<file path="src/pxsig_params.svh">
// constants for the pixel signature generator
`ifndef PXSIG_PARAMS_SVH
`define PXSIG_PARAMS_SVH
`define PXSIG_IDX_CTRL 8'h18
`define PXSIG_IDX_LOW 8'h19
`define PXSIG_IDX_HIGH 8'h1A
`define PXSIG_IDX_UNLOCK 8'h06
`define PXSIG_UNLOCK_VAL 8'h12
`define PXSIG_BIT_EN 0
`define PXSIG_BIT_RST 1
`define PXSIG_SEL_LO 2
`define PXSIG_SEL_HI 4
`define PXSIG_BIT_GEN 5
`define PXSIG_MISC_LO 6
`define PXSIG_MISC_HI 7
`define PXSIG_POLY 16'h1021
`define PXSIG_SEED 16'h0000
`define PXSIG_GEN_SEED 8'h01
`define PXSIG_CTRL_RST 8'h00
`endif

</file>
<file path="src/pxsig_pkg.sv">
// types for the pixel signature generator
package pxsig_pkg;
   typedef enum logic [1:0] {
      PXSIG_IDLE = 2'b00,
      PXSIG_ARMED = 2'b01,
      PXSIG_RUN = 2'b10
   } pxsig_state_type;
endpackage : pxsig_pkg

</file>
<file path="src/pxsig_frame_checksum_unit.sv">
// pixel signature generator: register port, frame sequencer and 16-bit signature register
`timescale 1ns/10ps
`include "pxsig_params.svh"
module pxsig_frame_checksum_unit
   import pxsig_pkg::*;
#(
   parameter int PIX_W = 8 // width of the displayed pixel bus
) (
   input wire logic clk, // system / pixel clock
   input wire logic sys_rst, // synchronous reset, active high
   input wire logic idx_wr, // write strobe of the index port
   input wire logic data_wr, // write strobe of the data port
   input wire logic data_rd, // read strobe of the data port
   input wire logic [7:0] wdata, // write data for both ports
   output logic [7:0] rdata, // data port read value, registered
   output logic [7:0] index_q, // current index port contents
   input wire logic vsync, // vertical sync, active high
   input wire logic pix_valid, // displayed pixel present this cycle
   input wire logic [PIX_W-1:0] pix_data, // final displayed pixel after blink and cursor
   output logic [PIX_W-1:0] test_pix, // factory test data, valid when gen enabled
   output logic gen_en, // factory test data generator enabled
   output logic [1:0] ctrl_misc // control bits 7:6 for other logic
);

   // refuse pixel bus widths that the three-bit select cannot serve
   if (PIX_W != 8) begin : g_bad_width
      $error("pixel bus must be 8 bits");
   end

   typedef struct packed {
      logic [7:0] index_r;
      logic unlock_r;
      logic [1:0] misc_r;
      logic gen_r;
      logic [2:0] sel_r;
      logic rst_r;
      logic en_r;
      pxsig_state_type st_r;
      logic vs_d_r;
      logic [15:0] lfsr_r;
      logic [15:0] result_r;
      logic [7:0] gen_data_r;
      logic [7:0] rdata_r;
   } pxsig_regs_type;

   pxsig_regs_type q_r;
   pxsig_regs_type q_nxt;
   logic vs_rise;
   logic frame_end;
   logic sig_bit;
   logic fb;

   ////////////////////////////////////////////////////////////////////////////
   // next state
   always_comb begin
      q_nxt = q_r;
      vs_rise = vsync & ~q_r.vs_d_r;
      frame_end = vs_rise;
      // pick one bit of the displayed stream, or of the test pattern
      sig_bit = q_r.gen_r ? q_r.gen_data_r[q_r.sel_r] : pix_data[q_r.sel_r];
      fb = q_r.lfsr_r[15] ^ sig_bit;
      q_nxt.vs_d_r = vsync;
      // test data generator: free running counter pattern
      if (q_r.gen_r) begin
         q_nxt.gen_data_r = q_r.gen_data_r + 8'h01;
      end else begin
         q_nxt.gen_data_r = `PXSIG_GEN_SEED;
      end
      // index port
      if (idx_wr) begin
         q_nxt.index_r = wdata;
      end
      // data port writes
      if (data_wr) begin
         if (q_r.index_r == `PXSIG_IDX_UNLOCK) begin
            q_nxt.unlock_r = (wdata == `PXSIG_UNLOCK_VAL);
         end else if (q_r.unlock_r && q_r.index_r == `PXSIG_IDX_CTRL) begin
            q_nxt.misc_r = wdata[`PXSIG_MISC_HI:`PXSIG_MISC_LO];
            q_nxt.gen_r = wdata[`PXSIG_BIT_GEN];
            q_nxt.sel_r = wdata[`PXSIG_SEL_HI:`PXSIG_SEL_LO];
            q_nxt.rst_r = wdata[`PXSIG_BIT_RST];
            if (wdata[`PXSIG_BIT_EN]) begin
               q_nxt.en_r = 1'b1;
            end
         end
      end
      // frame sequencer
      unique case (q_r.st_r)
         PXSIG_IDLE: begin
            if (q_nxt.en_r && !q_r.en_r && !q_nxt.rst_r) begin
               q_nxt.st_r = PXSIG_ARMED;
            end
         end
         PXSIG_ARMED: begin
            if (vs_rise) begin
               q_nxt.st_r = PXSIG_RUN;
               q_nxt.lfsr_r = `PXSIG_SEED;
            end
         end
         PXSIG_RUN: begin
            if (frame_end) begin
               q_nxt.st_r = PXSIG_IDLE;
               q_nxt.result_r = q_r.lfsr_r;
               q_nxt.en_r = 1'b0;
            end else if (pix_valid) begin
               // galois step with the fixed polynomial
               q_nxt.lfsr_r = {q_r.lfsr_r[14:0], 1'b0} ^ (fb ? `PXSIG_POLY : 16'h0000);
            end
         end
         default: q_nxt.st_r = PXSIG_IDLE;
      endcase
      // reset bit holds the logic and clears the accumulator
      if (q_r.rst_r) begin
         q_nxt.lfsr_r = `PXSIG_SEED;
         q_nxt.st_r = PXSIG_IDLE;
         if (!(data_wr && q_r.index_r == `PXSIG_IDX_CTRL)) begin
            q_nxt.en_r = 1'b0;
         end
      end
      // read data
      if (data_rd) begin
         unique case (q_r.index_r)
            `PXSIG_IDX_CTRL: q_nxt.rdata_r = {q_r.misc_r, q_r.gen_r, q_r.sel_r,
                                            q_r.rst_r, q_r.en_r};
            `PXSIG_IDX_LOW: q_nxt.rdata_r = q_r.result_r[7:0];
            `PXSIG_IDX_HIGH: q_nxt.rdata_r = q_r.result_r[15:8];
            `PXSIG_IDX_UNLOCK: q_nxt.rdata_r = {7'h00, q_r.unlock_r};
            default: q_nxt.rdata_r = 8'h00;
         endcase
      end
   end

   ////////////////////////////////////////////////////////////////////////////
   // state register
   always_ff @(posedge clk) begin
      if (sys_rst) begin
         q_r <= '0;
         q_r.st_r <= PXSIG_IDLE;
         q_r.gen_data_r <= `PXSIG_GEN_SEED;
      end else begin
         q_r <= q_nxt;
      end
   end

   // outputs
   assign rdata = q_r.rdata_r;
   assign index_q = q_r.index_r;
   assign test_pix = q_r.gen_data_r;
   assign gen_en = q_r.gen_r;
   assign ctrl_misc = q_r.misc_r;
endmodule : pxsig_frame_checksum_unit

</file>
<file path="config.mk">
export PLATFORM = sky130hd
export DESIGN_NAME = pxsig_frame_checksum_unit
export DESIGN_NICKNAME = d
export VERILOG_FILES = /design/src/pxsig_pkg.sv /design/src/pxsig_frame_checksum_unit.sv
export VERILOG_INCLUDE_DIRS = /design/src
export SDC_FILE = /design/constraint.sdc
export NUM_CORES = 1
export LEC_CHECK = 0
export BUFFER_PORTS_ARGS = -buffer_cell sky130_fd_sc_hd__buf_4
export CAP_MARGIN = 20
export CORE_UTILIZATION = 55
export CTS_CLUSTER_DIAMETER = 100
export DETAILED_ROUTE_END_ITERATION = 8
export PLACE_DENSITY_LB_ADDON = 0.1
export SETUP_SLACK_MARGIN = 0.02
export SLEW_MARGIN = 20
export SYNTH_ARGS = -nofsm -noshare
export SYNTH_HDL_FRONTEND = slang
export SYNTH_SLANG_ARGS = --single-unit
</file>
<file path="constraint.sdc">
create_clock -name clk -period 4 [get_ports clk]
set_clock_uncertainty 0.05 [all_clocks]
set_input_delay 0.6 -clock clk [delete_from_list [all_inputs] [get_ports clk]]
set_output_delay 0.6 -clock clk [all_outputs]
set_load 0.005 [all_outputs]
</file>
==> flow_metrics.env <==
export IMPL_hold_class="flip-flop to flip-flop"
export IMPL_cts_buffer_depth=2
export IMPL_drt_pass1_iterations=4
export IMPL_num_vias=2347
export IMPL_cts_root_buf="clkbuf_8"
export IMPL_area_growth_pct=12.1
export IMPL_yosysUniqueCellTypes=45
export IMPL_avgViaCountPerCell=5.50
export IMPL_ant_nets=0
export IMPL_maxCapViolations=0
export IMPL_num_rows=27
export IMPL_synth_edff_count=0
export IMPL_drt_iter0_drc=150
export IMPL_max_slew_margin_pct=36.6
export IMPL_wl_um=6330
export IMPL_startpoint_type="flip-flop"
export IMPL_endpoint_kind="flip-flop"
export IMPL_tns_ns=0
export IMPL_synth_seq_cells=68
export IMPL_io_buffer_count=49
export IMPL_finish_net_count=374
export IMPL_final_layout_size_suffix_gt1_share_pct=21.1
export IMPL_finalCriticalPeriod_ns=2.26
export IMPL_path_class="flip-flop to flip-flop"
export IMPL_status="complete, no violations"
export IMPL_cp_required_ns=4.18
export IMPL_p_int_mw=1.09
export IMPL_irDropWorstVdd_mv=0.309
export IMPL_initial_core_util_pct=57.3
export IMPL_p_per_area_mw_per_mm2=390
export IMPL_r2r_setup_slack_ns=1.74
export IMPL_setup_violations=0
export IMPL_wire_per_inst_um=14.8
export IMPL_rsz0062_at_grt="false"
export IMPL_syn_area_per_cell_um2=9.42
export IMPL_arrival_ns=2.45
export IMPL_final_core_util_pct=64.3
export IMPL_yosysSeqAreaShare_pct=43.1
export IMPL_p_seq_share_pct=50.1
export IMPL_grt_max_degree=36
export IMPL_cts_buffers=9
export IMPL_cp_max_fo=16
export IMPL_io_pins=50
export IMPL_netlist_instances=335
export IMPL_dp_hpwl_um=4450
export IMPL_p_leak_nw=1.43
export IMPL_synth_warnings=0
export IMPL_diodes=0
export IMPL_cts_resized=0
export IMPL_worst_pin_slew_ns=0.950
export IMPL_combPwrFrac_pct=4.9
export IMPL_die_w_um=77.8
export IMPL_clock_sinks=68
export IMPL_synth_top_area_share_pct=43.1
export IMPL_clkTransAtPathRegs_ns=0.07
export IMPL_switching_share_pct=21.4
export IMPL_post_route_period_util_pct=56.6
export IMPL_gr_usage_all_layers_pct=22.5
export IMPL_synth_top_area_cell="dfxtp_1"
export IMPL_grt_pass1_vias=2149
export IMPL_cts_hold_buf=0
export IMPL_grt_antenna_before_repair=0
export IMPL_tritoncts="yes"
export IMPL_ys_dominant_reg_cell="dfxtp_1"
export IMPL_pwr_share_clk_pct=45.0
export IMPL_async_flop_share_pct=0
export IMPL_grt_first_pass_wirelength_um=10400
export IMPL_overflow=0
export IMPL_synthesis_nets=359
export IMPL_fmax_mhz=442
export IMPL_slew_viol_final=0
export IMPL_clkLatencyLatePin_ns=0.34
export IMPL_netlist_area_mm2=0.00316
export IMPL_cts_max_level=3
export IMPL_hold_viol=0
export IMPL_yosys_top_cells_area="dfxtp_1, mux2i_1, buf_4, nor2_1, a21oi_1"
export IMPL_die_area_mm2=0.00605
export IMPL_die_y_um=77.8
export IMPL_drc=0
export IMPL_core_area_mm2=0.00551
export IMPL_globalplace_congestion=0.755
export IMPL_cts_setup_buffers=0
export IMPL_switchingPower_mw=0.295
-- cells in the final DEF, fill, tap and decap left out, types with 2 or more instances in the layout --
master and count:
clkbuf_8 10, clkbuf_1 2, buf_4 49, dfxtp_1 68, xor2_1 4, nand2b_1 3
inv_1 2, nand2_1 26, mux4_2 2, nand3b_1 2, nand3_1 17, mux2_1 5
mux2_4 4, a21oi_1 21, nor2b_1 11, nor4b_1 2, o21ai_0 8, xnor2_1 2
mux2i_1 29, bufinv_16 2, and3_1 4, xnor3_1 2, a32o_1 2, nor2_1 43
a22o_1 11, and2_1 2, a22oi_1 3
-- cells by family (layout without fill, tap and decap cells) --
family                     Yosys count  count (layout)  synth area share, %
AOI/OAI and AO/OA                   49              49                 9.99
adders and majority gates            1               1                0.396
xor gates and xnor gates             8               8                 3.09
muxes                               41              41                 15.0
buffers and inverters               47              67                 9.55
and+or+nand+nor                    121             121                 18.8
DFF                                 68              68                 43.1
-- routing by layer --
layer / GRT usage [%] / vias up / wire length [µm]
met1: 29.6 / 1090 / 2990
li1: - / 1167 / -
met3: 4.00 / 16 / 340
met4: 12.6 / 0 / 165
met2: 34.8 / 74 / 2840
met5: 0 / - / 0
-- state kept, by name, summed over array words and instances (netlist names) --
register	count
q_r	41
index_q	8
rdata	8
test_pix	8
gen_en	1
ctrl_misc	2
-- cell usage after synthesis, types with 2 or more instances --
cell type and instances:
a21oi_1 21, nand2b_1 3, buf_6 2, nor2_1 43
a22o_1 11, nor2b_1 11, and3_1 4, inv_1 2
and2_1 2, xor2_1 4, a22oi_1 3, dfxtp_1 68
nand3_1 17, mux2_4 4, buf_4 29, mux2i_1 29
a32o_1 2, nand2_1 26, o21ai_0 8, xnor3_1 2
mux2_1 5, nand3b_1 2, clkbuf_1 12, xnor2_1 2
mux4_2 2, nor4b_1 2
-- worst max-delay path, cell delays in order, from the launching register on --
cell and delay (ns):
dfxtp_1 0.35, nor2b_1 0.76, nand3_1 0.26, and2_1 0.39
a32o_1 0.33
-- power by group through the flow --
stage	sequential [mW]	combinational, mW	clock, mW
after floorplan	0.702	0.0461	0
after global placement	0.707	0.0671	0
after detailed placement	0.707	0.0679	0
after CTS	0.691	0.0680	0.632
after global routing	0.692	0.0736	0.666
final	0.691	0.0673	0.622
-- path summary, 6_finish.rpt --
| path | startpoint | endpoint | cells after the start |
|---|---|---|---|
| worst max-delay path | q_r[50] | q_r[44] | 4 |
| worst max register to register | q_r[50] | q_r[44] | 4 |
| worst min register to register | q_r[50] | q_r[49] | 1 |
| worst min-delay path | q_r[50] | q_r[49] | 1 |
-- stage by stage --
step	instance area [µm²]	power, mW	worst slack [ns]	hold slack, ns	instances
floorplan	3160	0.748	1.88	0.368	335
global placement	3320	0.774	1.72	0.385	411
detailed placement	3320	0.775	1.70	0.393	411
CTS	3540	1.39	1.74	0.410	427
global route	3540	1.43	1.59	0.429	427
finish	3540	1.38	1.74	0.409	427
-- area by class of cell --
| cell class | count | area (µm²) |
|---|---|---|
| fillers | 464 | 1970 |
| clock buffers | 12 | 145 |
| clock inverters | 4 | 72.6 |
| repair buffers | 49 | 368 |
| flip-flops and latches | 68 | 1360 |
| multi-input cells | 220 | 1490 |
| well taps | 72 | 90.1 |
| inverters | 2 | 7.51 |
(Power assumes the default switching activity.)
